===== config.mk =====
export PLATFORM = sky130hd
export DESIGN_NAME = cssx_core
export DESIGN_NICKNAME = d
export VERILOG_FILES = /design/src/rtl/cssx_core.v /design/src/rtl/cssx_file_ram.v /design/src/rtl/cssx_watchdog.v
export VERILOG_INCLUDE_DIRS = /design/src /design/src/rtl
export SDC_FILE = /design/constraint.sdc
export NUM_CORES = 2
export LEC_CHECK = 0
export ABC_AREA = 1
export BUFFER_PORTS_ARGS = -buffer_cell sky130_fd_sc_hd__buf_2
export CORE_MARGIN = 4
export CORE_UTILIZATION = 57
export CTS_CLUSTER_DIAMETER = 30
export DETAILED_ROUTE_END_ITERATION = 8
export GPL_ROUTABILITY_DRIVEN = 1
export MAX_ROUTING_LAYER = met4
export PLACE_DENSITY_LB_ADDON = 0.12
export SYNTH_ARGS = -nofsm -noshare
export SYNTH_HDL_FRONTEND = slang
export SYNTH_SLANG_ARGS = --single-unit

===== constraint.sdc =====
create_clock -name hclk -period 2.08 [get_ports hclk]
set_input_delay 0.208 -clock hclk [delete_from_list [all_inputs] [get_ports hclk]]
set_output_delay 0.208 -clock hclk [all_outputs]
set_load 0.01 [all_outputs]

===== src/rtl/cssx_defines.vh =====
// Constants for the compare, sleep and subtract execution block
`ifndef CSSX_DEFINES_VH
`define CSSX_DEFINES_VH

// Timing
`define CSSX_CLK_KHZ      40000
`define CSSX_QPHASES      4
`define CSSX_WDT_MIN_MS   7
`define CSSX_WDT_NOM_MS   18
`define CSSX_WDT_MAX_MS   33
`define CSSX_WDT_NOM_CYC  (`CSSX_WDT_NOM_MS * `CSSX_CLK_KHZ)

// Register byte offsets
`define CSSX_A_CFG    12'h000
`define CSSX_A_RESET_CAUSE_CONTROL   12'h004
`define CSSX_A_WDTC   12'h008
`define CSSX_A_WREG   12'h00C
`define CSSX_A_STAT   12'h010
`define CSSX_A_BSR    12'h014
`define CSSX_A_INSTR  12'h018
`define CSSX_A_EXEC   12'h01C
`define CSSX_A_IRQS   12'h020
`define CSSX_A_IRQM   12'h024
`define CSSX_A_FILE   2'h1

// Reset values and writable masks
`define CSSX_CFG_RST   8'h0F
`define CSSX_RESET_CAUSE_CONTROL_RST  8'h1C
`define CSSX_RESET_CAUSE_CONTROL_WM   8'h93

// Field positions
`define CSSX_CFG_EN    0
`define CSSX_RC_TO     3
`define CSSX_RC_PD     2
`define CSSX_ST_C      0
`define CSSX_ST_DC     1
`define CSSX_ST_Z      2
`define CSSX_ST_OV     3
`define CSSX_ST_N      4
`define CSSX_EV_DONE   0
`define CSSX_EV_SKIP   1
`define CSSX_EV_WDT    2
`define CSSX_EV_WAKE   3

// Opcodes
`define CSSX_OP_SLEEP  16'h0003
`define CSSX_OP_CMP    7'h31
`define CSSX_OP_SUB    6'h15
`define CSSX_OP_MOVFF  4'hC
`define CSSX_OP_LONG   4'hE
`define CSSX_ACC_HI    4'hF

`endif


===== src/rtl/cssx_core.v =====
// Execution core for compare-skip, sleep and subtract-with-borrow
//
// Summary of operation
// - watchdog time-out passes through a postscaler
// - postscale select fixed by programming-time config
// - unscaled watchdog period nominally 18 ms
// - instruction cycle is four clocks, four phases
// - compare file with W unsigned, flags untouched
// - equal compare discards next word(s) as NOPs
// - sleep clears watchdog, sets TO, clears PD
// - subtract destination bit picks W or file
// - access bit picks access bank or bank select
`timescale 1ns/1ps
`include "cssx_defines.vh"
module cssx_core #(
    parameter WDT_PERIOD = `CSSX_WDT_NOM_CYC,
    parameter FILE_AW    = 6
) (
    input  wire        hclk,
    input  wire        hresetn,
    input  wire        hsel,
    input  wire [31:0] haddr,
    input  wire [1:0]  htrans,
    input  wire        hwrite,
    input  wire [2:0]  hsize,
    input  wire [31:0] hwdata,
    input  wire        hready,
    output wire        hreadyout,
    output wire        hresp,
    output wire [31:0] hrdata,
    input  wire        prog_mode,
    input  wire        wake_req,
    output wire        osc_stop,
    output wire        wdt_reset,
    output wire        irq
);
    localparam [1:0] ST_IDLE  = 2'd0;
    localparam [1:0] ST_RUN   = 2'd1;
    localparam [1:0] ST_SLEEP = 2'd2;
    localparam [1:0] Q4       = 2'd3;

    reg  [7:0]  cfg_ff;
    reg  [7:0]  reset_cause_control_ff;
    reg         wdtc_ff;
    reg  [7:0]  w_ff;
    reg  [4:0]  stat_ff;
    reg  [3:0]  bsr_ff;
    reg  [15:0] instr_ff;
    reg         nop_ff;
    reg         disc_ff;
    reg         tail_ff;
    reg  [1:0]  state_ff;
    reg  [1:0]  phase_ff;
    reg  [7:0]  fdat_ff;
    reg  [7:0]  res_ff;
    reg  [4:0]  flg_ff;
    reg         eq_ff;
    reg  [3:0]  irqs_ff;
    reg  [3:0]  irqm_ff;
    reg  [31:0] hrdata_ff;
    reg         dp_val_ff;
    reg         dp_wr_ff;
    reg  [11:0] dp_addr_ff;
    reg         prog_s1_ff;
    reg         prog_s2_ff;
    reg         wake_s1_ff;
    reg         wake_s2_ff;
    reg         wdt_rst_ff;
    reg  [31:0] nxt_rdata;
    reg  [3:0]  nxt_ev;

    wire        ap;
    wire        busy;
    wire        stall;
    wire        dp_wr;
    wire        dp_file;
    wire        core_reg;
    wire        is_cmp;
    wire        is_sub;
    wire        is_slp;
    wire        q4_go;
    wire        ex_we;
    wire        bus_fwe;
    wire        instr_acc;
    wire        two_word;
    wire        wdt_en;
    wire        wdt_tmo;
    wire        slp_go;
    wire [7:0]  fsel;
    wire [11:0] faddr;
    wire [8:0]  diff;
    wire [4:0]  dlo;
    wire [7:0]  rd_ex;
    wire [7:0]  rd_bus;

    // Address phase is taken only when the bus is ready
    assign ap       = hsel && hready && htrans[1];
    assign busy     = (state_ff != ST_IDLE);
    assign dp_wr    = dp_val_ff && dp_wr_ff;
    assign dp_file  = (dp_addr_ff[11:10] == `CSSX_A_FILE);
    assign core_reg = (dp_addr_ff == `CSSX_A_WREG) || (dp_addr_ff == `CSSX_A_STAT) ||
                      (dp_addr_ff == `CSSX_A_BSR) || (dp_addr_ff == `CSSX_A_INSTR);

    // Stall instead of losing a write that collides with execution
    assign stall     = dp_wr && ((core_reg && busy) || (dp_file && ex_we));
    assign hreadyout = !stall;
    assign hresp     = 1'b0;
    assign hrdata    = hrdata_ff;

    // Decode of the held instruction word
    assign is_cmp = !nop_ff && (instr_ff[15:9] == `CSSX_OP_CMP);
    assign is_sub = !nop_ff && (instr_ff[15:10] == `CSSX_OP_SUB);
    assign is_slp = !nop_ff && (instr_ff == `CSSX_OP_SLEEP);
    assign q4_go  = (state_ff == ST_RUN) && (phase_ff == Q4);
    assign slp_go = q4_go && is_slp;

    // Access bank splits at 0x80: low half bank 0, high half bank 15
    assign fsel  = instr_ff[7:0];
    assign faddr = instr_ff[8] ? {bsr_ff, fsel} :
                   {(fsel[7] ? `CSSX_ACC_HI : 4'h0), fsel};

    // Borrow is the inverse of carry
    assign diff = {1'b0, w_ff} - {1'b0, fdat_ff} - {8'h00, ~stat_ff[`CSSX_ST_C]};
    assign dlo  = {1'b0, w_ff[3:0]} - {1'b0, fdat_ff[3:0]} -
                  {4'h0, ~stat_ff[`CSSX_ST_C]};

    assign ex_we   = q4_go && is_sub && instr_ff[9];
    assign bus_fwe = dp_wr && dp_file && !stall;

    // Word following a taken skip; long forms carry a second word
    assign instr_acc = dp_wr && !stall && (dp_addr_ff == `CSSX_A_INSTR);
    assign two_word  = (hwdata[15:12] == `CSSX_OP_MOVFF) ||
                       ((hwdata[15:12] == `CSSX_OP_LONG) && (hwdata[11:10] == 2'b11));

    assign wdt_en    = cfg_ff[`CSSX_CFG_EN] || wdtc_ff;
    assign osc_stop  = (state_ff == ST_SLEEP);
    assign wdt_reset = wdt_rst_ff;
    assign irq       = |(irqs_ff & irqm_ff);

    cssx_file_ram #(
        .AW      (FILE_AW)
    ) u_ram (
        .hclk    (hclk),
        .hresetn (hresetn),
        .we      (ex_we || bus_fwe),
        .waddr   (ex_we ? faddr[FILE_AW-1:0] : dp_addr_ff[FILE_AW+1:2]),
        .wdata   (ex_we ? res_ff : hwdata[7:0]),
        .raddr_a (faddr[FILE_AW-1:0]),
        .rdata_a (rd_ex),
        .raddr_b (haddr[FILE_AW+1:2]),
        .rdata_b (rd_bus)
    );

    cssx_watchdog #(
        .PERIOD  (WDT_PERIOD)
    ) u_wdt (
        .hclk    (hclk),
        .hresetn (hresetn),
        .enable  (wdt_en),
        .clear   (slp_go),
        .ps_sel  (cfg_ff[3:1]),
        .tmo_ff  (wdt_tmo)
    );

    // Pin inputs pass two flip-flops before use
    always @(posedge hclk or negedge hresetn) begin
        if (!hresetn) begin
            prog_s1_ff <= 1'b0;
            prog_s2_ff <= 1'b0;
            wake_s1_ff <= 1'b0;
            wake_s2_ff <= 1'b0;
        end else begin
            prog_s1_ff <= prog_mode;
            prog_s2_ff <= prog_s1_ff;
            wake_s1_ff <= wake_req;
            wake_s2_ff <= wake_s1_ff;
        end
    end

    // Read mux for the address phase
    always @* begin
        nxt_rdata = 32'h0000_0000;
        case (haddr[11:0])
            `CSSX_A_CFG:   nxt_rdata[7:0]  = cfg_ff;
            `CSSX_A_RESET_CAUSE_CONTROL:  nxt_rdata[7:0]  = reset_cause_control_ff;
            `CSSX_A_WDTC:  nxt_rdata[0]    = wdtc_ff;
            `CSSX_A_WREG:  nxt_rdata[7:0]  = w_ff;
            `CSSX_A_STAT:  nxt_rdata[4:0]  = stat_ff;
            `CSSX_A_BSR:   nxt_rdata[3:0]  = bsr_ff;
            `CSSX_A_INSTR: nxt_rdata[15:0] = instr_ff;
            `CSSX_A_EXEC:  nxt_rdata[3:0]  = {tail_ff, disc_ff, osc_stop, busy};
            `CSSX_A_IRQS:  nxt_rdata[3:0]  = irqs_ff;
            `CSSX_A_IRQM:  nxt_rdata[3:0]  = irqm_ff;
            default: begin
                if (haddr[11:10] == `CSSX_A_FILE) begin
                    nxt_rdata[7:0] = rd_bus;
                end
            end
        endcase
    end

    // Bus pipeline: capture address phase, register read data
    always @(posedge hclk or negedge hresetn) begin
        if (!hresetn) begin
            dp_val_ff  <= 1'b0;
            dp_wr_ff   <= 1'b0;
            dp_addr_ff <= 12'h000;
            hrdata_ff  <= 32'h0000_0000;
        end else if (hready) begin
            dp_val_ff  <= ap;
            dp_wr_ff   <= hwrite;
            dp_addr_ff <= haddr[11:0];
            if (ap && !hwrite) begin
                hrdata_ff <= nxt_rdata;
            end
        end
    end

    // Software registers; config writes only while programming
    always @(posedge hclk or negedge hresetn) begin
        if (!hresetn) begin
            cfg_ff  <= `CSSX_CFG_RST;
            wdtc_ff <= 1'b0;
            irqm_ff <= 4'h0;
        end else if (dp_wr && !stall) begin
            if ((dp_addr_ff == `CSSX_A_CFG) && prog_s2_ff) begin
                cfg_ff <= hwdata[7:0];
            end
            if (dp_addr_ff == `CSSX_A_WDTC) begin
                wdtc_ff <= hwdata[0];
            end
            if (dp_addr_ff == `CSSX_A_IRQM) begin
                irqm_ff <= hwdata[3:0];
            end
        end
    end

    // Event collection for the sticky status
    always @* begin
        nxt_ev = 4'h0;
        nxt_ev[`CSSX_EV_DONE] = q4_go;
        nxt_ev[`CSSX_EV_SKIP] = q4_go && is_cmp && eq_ff;
        nxt_ev[`CSSX_EV_WDT]  = wdt_tmo;
        nxt_ev[`CSSX_EV_WAKE] = osc_stop && (wdt_tmo || wake_s2_ff);
    end

    // Read clears, but an event in the same cycle still sets
    always @(posedge hclk or negedge hresetn) begin
        if (!hresetn) begin
            irqs_ff <= 4'h0;
        end else if (ap && !hwrite && (haddr[11:0] == `CSSX_A_IRQS)) begin
            irqs_ff <= nxt_ev;
        end else begin
            irqs_ff <= irqs_ff | nxt_ev;
        end
    end

    // Reset cause flags: hardware owns time-out and power-down
    always @(posedge hclk or negedge hresetn) begin
        if (!hresetn) begin
            reset_cause_control_ff    <= `CSSX_RESET_CAUSE_CONTROL_RST;
            wdt_rst_ff <= 1'b0;
        end else begin
            wdt_rst_ff <= wdt_tmo && !osc_stop;
            if (dp_wr && (dp_addr_ff == `CSSX_A_RESET_CAUSE_CONTROL)) begin
                reset_cause_control_ff <= (reset_cause_control_ff & ~`CSSX_RESET_CAUSE_CONTROL_WM) | (hwdata[7:0] & `CSSX_RESET_CAUSE_CONTROL_WM);
            end
            if (slp_go) begin
                reset_cause_control_ff[`CSSX_RC_TO] <= 1'b1;
                reset_cause_control_ff[`CSSX_RC_PD] <= 1'b0;
            end else if (wdt_tmo) begin
                reset_cause_control_ff[`CSSX_RC_TO] <= 1'b0;
                reset_cause_control_ff[`CSSX_RC_PD] <= !osc_stop;
            end
        end
    end

    // Sequencer: one instruction cycle is four phases
    always @(posedge hclk or negedge hresetn) begin
        if (!hresetn) begin
            state_ff <= ST_IDLE;
            phase_ff <= 2'd0;
            instr_ff <= 16'h0000;
            nop_ff   <= 1'b0;
            disc_ff  <= 1'b0;
            tail_ff  <= 1'b0;
        end else begin
            case (state_ff)
                ST_IDLE: begin
                    if (instr_acc) begin
                        instr_ff <= hwdata[15:0];
                        nop_ff   <= disc_ff || tail_ff;
                        phase_ff <= 2'd0;
                        state_ff <= ST_RUN;
                        if (tail_ff) begin
                            tail_ff <= 1'b0;
                        end else if (disc_ff) begin
                            disc_ff <= 1'b0;
                            tail_ff <= two_word;
                        end
                    end
                end
                ST_RUN: begin
                    phase_ff <= phase_ff + 2'd1;
                    if (phase_ff == Q4) begin
                        state_ff <= is_slp ? ST_SLEEP : ST_IDLE;
                        if (is_cmp && eq_ff) begin
                            disc_ff <= 1'b1;
                        end
                    end
                end
                ST_SLEEP: begin
                    // Oscillator held off until a wake source
                    if (wdt_tmo || wake_s2_ff) begin
                        state_ff <= ST_IDLE;
                    end
                end
                default: begin
                    state_ff <= ST_IDLE;
                end
            endcase
        end
    end

    // Q2 reads the operand, Q3 computes, Q4 writes back
    always @(posedge hclk or negedge hresetn) begin
        if (!hresetn) begin
            fdat_ff <= 8'h00;
            res_ff  <= 8'h00;
            flg_ff  <= 5'h00;
            eq_ff   <= 1'b0;
        end else if (state_ff == ST_RUN) begin
            if (phase_ff == 2'd1) begin
                fdat_ff <= rd_ex;
            end
            if (phase_ff == 2'd2) begin
                res_ff <= diff[7:0];
                eq_ff  <= (fdat_ff == w_ff);
                flg_ff[`CSSX_ST_C]  <= !diff[8];
                flg_ff[`CSSX_ST_DC] <= !dlo[4];
                flg_ff[`CSSX_ST_Z]  <= (diff[7:0] == 8'h00);
                flg_ff[`CSSX_ST_N]  <= diff[7];
                flg_ff[`CSSX_ST_OV] <= (w_ff[7] != fdat_ff[7]) && (diff[7] != w_ff[7]);
            end
        end
    end

    // Working register, status flags and bank select
    always @(posedge hclk or negedge hresetn) begin
        if (!hresetn) begin
            w_ff    <= 8'h00;
            stat_ff <= 5'h00;
            bsr_ff  <= 4'h0;
        end else if (q4_go) begin
            if (is_sub) begin
                stat_ff <= flg_ff;
                if (!instr_ff[9]) begin
                    w_ff <= res_ff;
                end
            end
        end else if (dp_wr && !stall) begin
            if (dp_addr_ff == `CSSX_A_WREG) begin
                w_ff <= hwdata[7:0];
            end
            if (dp_addr_ff == `CSSX_A_STAT) begin
                stat_ff <= hwdata[4:0];
            end
            if (dp_addr_ff == `CSSX_A_BSR) begin
                bsr_ff <= hwdata[3:0];
            end
        end
    end
endmodule


===== src/rtl/cssx_file_ram.v =====
// File register storage, one write port and two read ports
`timescale 1ns/1ps
module cssx_file_ram #(
    parameter AW = 6
) (
    input  wire          hclk,
    input  wire          hresetn,
    input  wire          we,
    input  wire [AW-1:0] waddr,
    input  wire [7:0]    wdata,
    input  wire [AW-1:0] raddr_a,
    output wire [7:0]    rdata_a,
    input  wire [AW-1:0] raddr_b,
    output wire [7:0]    rdata_b
);
    localparam DEPTH = 1 << AW;

    wire [7:0] mem [0:DEPTH-1];

    genvar gi;
    generate
        for (gi = 0; gi < DEPTH; gi = gi + 1) begin : g_ent
            reg [7:0] ent_ff;
            // Each entry loads only on its own address
            always @(posedge hclk or negedge hresetn) begin
                if (!hresetn) begin
                    ent_ff <= 8'h00;
                end else if (we && (waddr == gi)) begin
                    ent_ff <= wdata;
                end
            end
            assign mem[gi] = ent_ff;
        end
    endgenerate

    assign rdata_a = mem[raddr_a];
    assign rdata_b = mem[raddr_b];
endmodule


===== src/rtl/cssx_watchdog.v =====
// Watchdog timer with base period counter and postscaler
`timescale 1ns/1ps
`include "cssx_defines.vh"
module cssx_watchdog #(
    parameter PERIOD = `CSSX_WDT_NOM_CYC,
    parameter CW     = 20
) (
    input  wire        hclk,
    input  wire        hresetn,
    input  wire        enable,
    input  wire        clear,
    input  wire [2:0]  ps_sel,
    output reg         tmo_ff
);
    localparam [31:0] PM1 = PERIOD - 1;

    reg  [CW-1:0] base_ff;
    reg  [6:0]    post_ff;
    wire          base_wrap;
    wire [6:0]    post_lim;

    // Postscale limit is 2^sel - 1 base periods
    assign base_wrap = (base_ff == PM1[CW-1:0]);
    assign post_lim  = ~(7'h7F << ps_sel);

    // Clear and disable both restart the whole chain
    always @(posedge hclk or negedge hresetn) begin
        if (!hresetn) begin
            base_ff <= {CW{1'b0}};
            post_ff <= 7'h00;
            tmo_ff  <= 1'b0;
        end else if (clear || !enable) begin
            base_ff <= {CW{1'b0}};
            post_ff <= 7'h00;
            tmo_ff  <= 1'b0;
        end else begin
            tmo_ff <= 1'b0;
            if (base_wrap) begin
                base_ff <= {CW{1'b0}};
                if (post_ff == post_lim) begin
                    post_ff <= 7'h00;
                    tmo_ff  <= 1'b1;
                end else begin
                    post_ff <= post_ff + 7'h01;
                end
            end else begin
                base_ff <= base_ff + {{(CW-1){1'b0}}, 1'b1};
            end
        end
    end
endmodule

# After elaboration in Yosys (flattened, before gate mapping)

Cells that the tools add are included.

Word-level logic and storage cells: 403
Flip-flop bits (word level): 662
Output and inout bits: 37

Add/sub/neg operators: 7
Shift operators: 1
Reduce and logical (&&, ||, !) cells: 137
Bitwise gates (word level): 8
Multiplexer cells: 49
Order comparisons: 2
Equality and inequality tests: 104

Operators by type and width:

| cell                                                                   | number |
|---|---|
| 6-bit equality test, second input constant                             | 32 |
| 6-bit by 5-bit equality test with 1-bit output, second input constant  | 17 |
| 8-bit binary-select mux with 6-bit select                              | 2 |
| 8-bit 2-to-1 mux                                                       | 12 |
| 1-bit logical AND                                                      | 92 |
| 12-bit by 5-bit equality test with 1-bit output, second input constant | 7 |
| 12-bit by 4-bit equality test with 1-bit output, second input constant | 4 |
| 6-bit by 4-bit equality test with 1-bit output, second input constant  | 8 |
| 20-bit 2-to-1 mux                                                      | 2 |
| 12-bit by 6-bit equality test with 1-bit output, second input constant | 3 |
| 3-bit case mux with 10 select lines                                    | 1 |
| 12-bit by 3-bit equality test with 1-bit output, second input constant | 2 |
| 6-bit by 3-bit equality test with 1-bit output, second input constant  | 4 |
| 12-bit logical NOT                                                     | 2 |
| 7-bit 2-to-1 mux                                                       | 3 |
| 20-bit by 1-bit adder with 20-bit output, second input constant        | 1 |
| 20-bit equality test, second input constant                            | 1 |
| 5-bit 2-to-1 mux                                                       | 4 |
| 16-bit by 2-bit equality test with 1-bit output, second input constant | 1 |
| 2-bit AND reduction                                                    | 8 |
| 3-bit case mux with 5 select lines                                     | 1 |
| 7-bit >= comparator, second input constant                             | 2 |
| 2-bit 2-to-1 mux                                                       | 7 |
| 6-bit NOT with 7-bit output                                            | 2 |
| other kinds (44)                                                       | 90 |

# Longest topological paths before layout

Depth after elaboration: 12
Mapped depth: 16
Depth with buffers taken out: 15

# By module

From an unflattened synthesis, not the netlist that was laid out.

Cell total of the unflattened synthesis: 5220
Area total of the unflattened synthesis: 37018.0 µm²

By module, submodules not included:

| module        | instances | cells each | area an instance (µm²) | sequential area each (µm²) |
|---|---|---|---|---|
| cssx_file_ram | 1         | 4150       | 28601.2                | 12812.3 |
| cssx_core     | 1         | 835        | 6713.9                 | 2986.6 |
| cssx_watchdog | 1         | 235        | 1702.9                 | 700.7 |

# Least setup slack after synthesis

No wires, ideal clock.

Kind: register to register
Start point: reg phase_ff[0]
End point: reg u_ram.g_ent[0].ent_ff[0]
Data required time: 2.014 ns
Cell stages (with the launch flop): 12
Period minus slack after synthesis: 2.253 ns
Data arrival time: 2.187 ns
Setup time: 0.066 ns
Path slack: -0.173 ns
Cell sequence: dfrtp_1 > ha_1 > nand2_2 > nor2_4 > nand2_4 > buf_2 > buf_2 > nand2_1 > o21ai_1 > clkbuf_1 > nand3_1 > nand2_1

Word-level cells in the longest chain between the ends: 11

Ends and longest elaborated chain:

| what                             | line               | text |
|---|---|---|
| start: declaration               | cssx_core.v:53     | `reg [1:0] phase_ff;` |
| start signal: assignment         | cssx_core.v:304    | `phase_ff <= phase_ff + 2'd1;` |
| 2-bit equality test *            | cssx_core.v:114    | `assign q4_go = (state_ff == ST_RUN) && (phase_ff == Q4);` |
| 1-bit logical AND *              | cssx_core.v:114    |  |
| 1-bit logical AND * (2 in a row) | cssx_core.v:127    | `assign ex_we = q4_go && is_sub && instr_ff[9];` |
| 1-bit logical AND                | cssx_core.v:105    | `assign stall = dp_wr && ((core_reg && busy) \|\| (dp_file && ex_we));` |
| 1-bit logical OR                 | cssx_core.v:105    |  |
| 1-bit logical AND                | cssx_core.v:105    |  |
| 1-bit logical NOT                | cssx_core.v:128    | `assign bus_fwe = dp_wr && dp_file && !stall;` |
| 1-bit logical AND                | cssx_core.v:128    |  |
| 1-bit logical OR                 | cssx_core.v:145    | `.we (ex_we \|\| bus_fwe),` |
| 1-bit logical AND                | cssx_file_ram.v:28 | `end else if (we && (waddr == gi)) begin` |
| end signal: assignment           | cssx_file_ram.v:29 | `ent_ff <= wdata;` |
| end: declaration                 | cssx_file_ram.v:23 | `reg [7:0] ent_ff;` |

Mark *: on every way between the ends. The rest lies on a longest branch, timed or not.
A chain may end at the register's enable or synchronous reset.

# Final worst setup path

Start point: reg dp_addr_ff[9]
End point: out hreadyout

Word-level cells in the longest chain between the ends: 8

Ends and longest elaborated chain:

| what                                                                                                                                | line            | text |
|---|---|---|
| start: declaration                                                                                                                  | cssx_core.v:63  | `reg [11:0] dp_addr_ff;` |
| start signal: assignment                                                                                                            | cssx_core.v:212 | `dp_addr_ff <= haddr[11:0];` |
| 12-bit by 4-bit equality test with 1-bit output (no source line) or 12-bit by 5-bit equality test with 1-bit output (tied branches) | n/a             |  |
| 1-bit logical OR (2 in a row)                                                                                                       | cssx_core.v:101 | `` assign core_reg = (dp_addr_ff == `CSSX_A_WREG) \|\| (dp_addr_ff == `CSSX_A_STAT) \|\| `` |
| 1-bit logical OR *                                                                                                                  | cssx_core.v:101 |  |
| 1-bit logical AND *                                                                                                                 | cssx_core.v:105 |  |
| 1-bit logical OR *                                                                                                                  | cssx_core.v:105 |  |
| 1-bit logical AND *                                                                                                                 | cssx_core.v:105 |  |
| 1-bit logical NOT *                                                                                                                 | cssx_core.v:106 | `assign hreadyout = !stall;` |
| end: declaration                                                                                                                    | cssx_core.v:28  | `output wire hreadyout,` |

Marks and branches as above.

==> flow_metrics.env <==
export IMPL_netlist_instances=5722
export IMPL_p_sw_mw=11.9
export IMPL_drt_wl_total_um=168000
export IMPL_p_total_mw=42.1
export IMPL_synth_top_cells_by_area="dfrtp_1, nand2_1, nand3_1"
export IMPL_die_area_um2=72700
export IMPL_nets=6339
export IMPL_hpwl_um=106000
export IMPL_min_path_type="in2async"
export IMPL_tightest_slew_ns=0.770
export IMPL_synth_area_um2=39000
export IMPL_grt_pass1_wl_um=241000
export IMPL_path_class="reg2out"
export IMPL_hold_viol=0
export IMPL_peakVddDrop_uv=1020
export IMPL_rows=95
export IMPL_p_int_mw=30.2
export IMPL_cts_root_buf="clkbuf_16"
export IMPL_final_cells=7233
export IMPL_synth_seq_area_share=0.423
export IMPL_fmax_mhz=399
export IMPL_die_h_um=270
export IMPL_outcome="finished with violations"
export IMPL_syn_to_final_growth_pct=36.6
export IMPL_setup_viol=569
export IMPL_drc=0
export IMPL_start_util=0.578
export IMPL_dr_pass1_iters=9
export IMPL_synth_top_area_frac=0.418
export IMPL_antenna_found_initial=1
export IMPL_clkPwrFrac=0.550
export IMPL_grt_start_max_net_pins=83
export IMPL_avgSynthCellArea_um2=6.82
export IMPL_skew_ns=0.0398
export IMPL_die_w_um=270
export IMPL_gp_congestion=1.09
export IMPL_setup_ws_ns=-0.423
export IMPL_slew_violations=0
export IMPL_combPwrFrac=0.118
export IMPL_ant_nets=0
export IMPL_violations="negative setup slack"
export IMPL_leakage_nw=27.0
export IMPL_grt_pass1_vias=40782
export IMPL_grt_overflow=0
export IMPL_synth_flop_cell="dfrtp_1"
export IMPL_track_usage=0.438
export IMPL_dp_worst_setup_slack_ns=-0.371
export IMPL_synth_edf_count=0
export IMPL_power_per_cell_area_nw_per_um2=790
export IMPL_cts_sinks=659
export IMPL_cp_cell_sequence="nor2_2 -> nand3_2 -> nor3_2 -> nand2_1 -> nand2_2 -> a21boi_4 -> or2_4 -> buf_6"
export IMPL_cpMaxStageDelayCell="dfrtp_1"
export IMPL_cts_tree="built"
export IMPL_h_tree_depth=4
export IMPL_fin_hold_ws_ns=0.00999
export IMPL_required_ns=1.87
export IMPL_worstPathArrival_ns=2.30
export IMPL_period_minus_slack_ns=2.50
export IMPL_end_kind="primary output"
export IMPL_p_seq_frac=0.332
export IMPL_crit_path_start_kind="flop"
export IMPL_num_io_pins=113
export IMPL_clockBufferDepth=3
export IMPL_wl_per_cell_um=23.3
export IMPL_yosysTopAreaCell="dfrtp_1"
export IMPL_final_util=0.789
export IMPL_critPathMaxStageDelay_ns=0.40
export IMPL_drive_gt1_frac=0.225
export IMPL_reg2regPathDepth=11
export IMPL_max_cap_violations=0
export IMPL_vias=44401
export IMPL_finalCritPeriodShare=1.20
export IMPL_synth_cell_type_count=48
export IMPL_cts_buffers=145
export IMPL_numPortBuffers=55
export IMPL_synth_warnings=0
export IMPL_crit_path_max_fanout=3
export IMPL_rsz0062_at_grt="true"
export IMPL_via_per_inst=6.14
export IMPL_path_clk_slew_ns=0.05
export IMPL_synth_seq_cells=659
export IMPL_drt_first_iter_violations=6451
export IMPL_dp_cells=6833
export IMPL_design_core_area_um2=67500
export IMPL_max_slew_margin_rel=0.487
export IMPL_swShare=0.283
export IMPL_async_flop_share=1.00
export IMPL_clock_latency_ns=0.75
==> critical path: cells and delay by family, from the launching register on <==
kind | cells | cell delay (ns)
AO/OA/AOI/OAI | 1 | 0.08
buffers and inverters | 1 | 0.12
AND/OR/NAND/NOR | 6 | 0.97
flip-flops | 1 | 0.40
==> sequential cells by signal, summed over array words and instances, names as in the netlist, 4 cells and up <==
signal	count
dp_addr_ff	12
u_wdt.base_ff	20
u_ram.g_ent.ent_ff	512
stat_ff	5
flg_ff	4
cfg_ff	8
bsr_ff	4
irqs_ff	4
res_ff	8
reset_cause_control_ff	6
irqm_ff	4
fdat_ff	8
instr_ff	16
w_ff	8
hrdata	16
u_wdt.post_ff	7
==> cells in the mapped netlist (all sizes together), types with 4 or more instances <==
cell	count
dfstp	7
nand3	699
inv	230
nand2	2576
nor2	416
dfrtp	652
mux2	4
o21ai	370
xor2	19
nor3	29
buf	75
clkbuf	268
o22ai	62
a21boi	38
xnor2	11
nor4	5
a21oi	148
o31ai	7
nand4	60
ha	17
clkinv	6
==> area by class of cell <==
type                            instances  area (um2)
Antenna cell                            2        5.00
Inverter                              236         900
Fill cell                            4672       14300
Clock inverter                         74         930
Multi-Input combinational cell       4501       22100
Sequential cell                       659       16500
Clock buffer                          187        4070
Tap cell                              873        1090
Timing Repair Buffer                  701        7670
==> stage by stage <==
stage / TNS [ns] / cell area (um2)
after global routing: -182.11 / 53300
after CTS: -121.15 / 50800
after global placement: -112.01 / 44400
after floorplan: -17.03 / 39200
final: -146.36 / 53300
after detailed placement: -136.29 / 44400
==> power by group through the flow <==
stage	sequential (mW)	combinational (mW)	clock, mW
floorplan	13.9	2.20	0
global placement	14.1	4.07	0
detailed placement	14.0	4.14	0
CTS	13.9	4.40	23.1
global route	14.0	5.27	23.9
finish	13.9	4.98	23.1
==> cells by family (layout without fill, tap and decap cells) <==
family,count (synthesis),after routing,synth area share
AO/OA/AOI/OAI,638,638,0.0888
flip-flops,659,659,0.423
adder cells (fa/ha/maj),19,19,0.00648
AND/OR/NAND/NOR,3791,3792,0.414
XOR/XNOR,30,30,0.00674
multiplexers,5,5,0.00141
buffers and inverters,579,1198,0.0590
other,1,19,0.0000962
==> worst paths after layout <==
check                               from                        end  slack, ns
min reg2reg                   wake_s1_ff                 wake_s2_ff       0.36
min                              hresetn  u_ram.g_ent[17].ent_ff[2]       0.01
min in group hclk               wake_req                 wake_s1_ff       0.12
max in group asynchronous        hresetn          u_wdt.base_ff[10]       1.12
max                        dp_addr_ff[9]                  hreadyout      -0.42
max reg2reg                  instr_ff[0]                 fdat_ff[0]      -0.36
==> what timing repair did <==
action	in CTS	in global routing
hold buffers	43	0
gates cloned	4	21
setup buffers	37	37
resized for setup	114	443
pin swaps	32	221
hold endpoints to repair	605	0
endpoints found under the setup margin	557	593
==> cell usage in the layout (no fill, tap or decap), drive strengths merged, types with 5 or more instances in the layout <==
cell type / n
ha: 17
nor3: 29
bufinv: 9
o21ai: 370
xor2: 19
buf: 640
nand2: 2577
inv: 236
nand4: 60
o22ai: 62
dfrtp: 652
nand3: 699
clkbuf: 205
dlygate4sd3: 43
clkinvlp: 20
clkinv: 45
a21boi: 38
a21oi: 148
conb: 17
dfstp: 7
nor4: 5
xnor2: 11
nor2: 416
o31ai: 7
==> metal layers <==
metal / vias to the layer above / global-route usage / part of all wire
li1: 19515 / - / -
met1: 20708 / 0.564 / 0.36
met2: 3315 / 0.634 / 0.43
met3: 863 / 0.109 / 0.13
met4: 0 / 0.251 / 0.077
met5: - / - / 0
(Power assumes the default switching activity.)
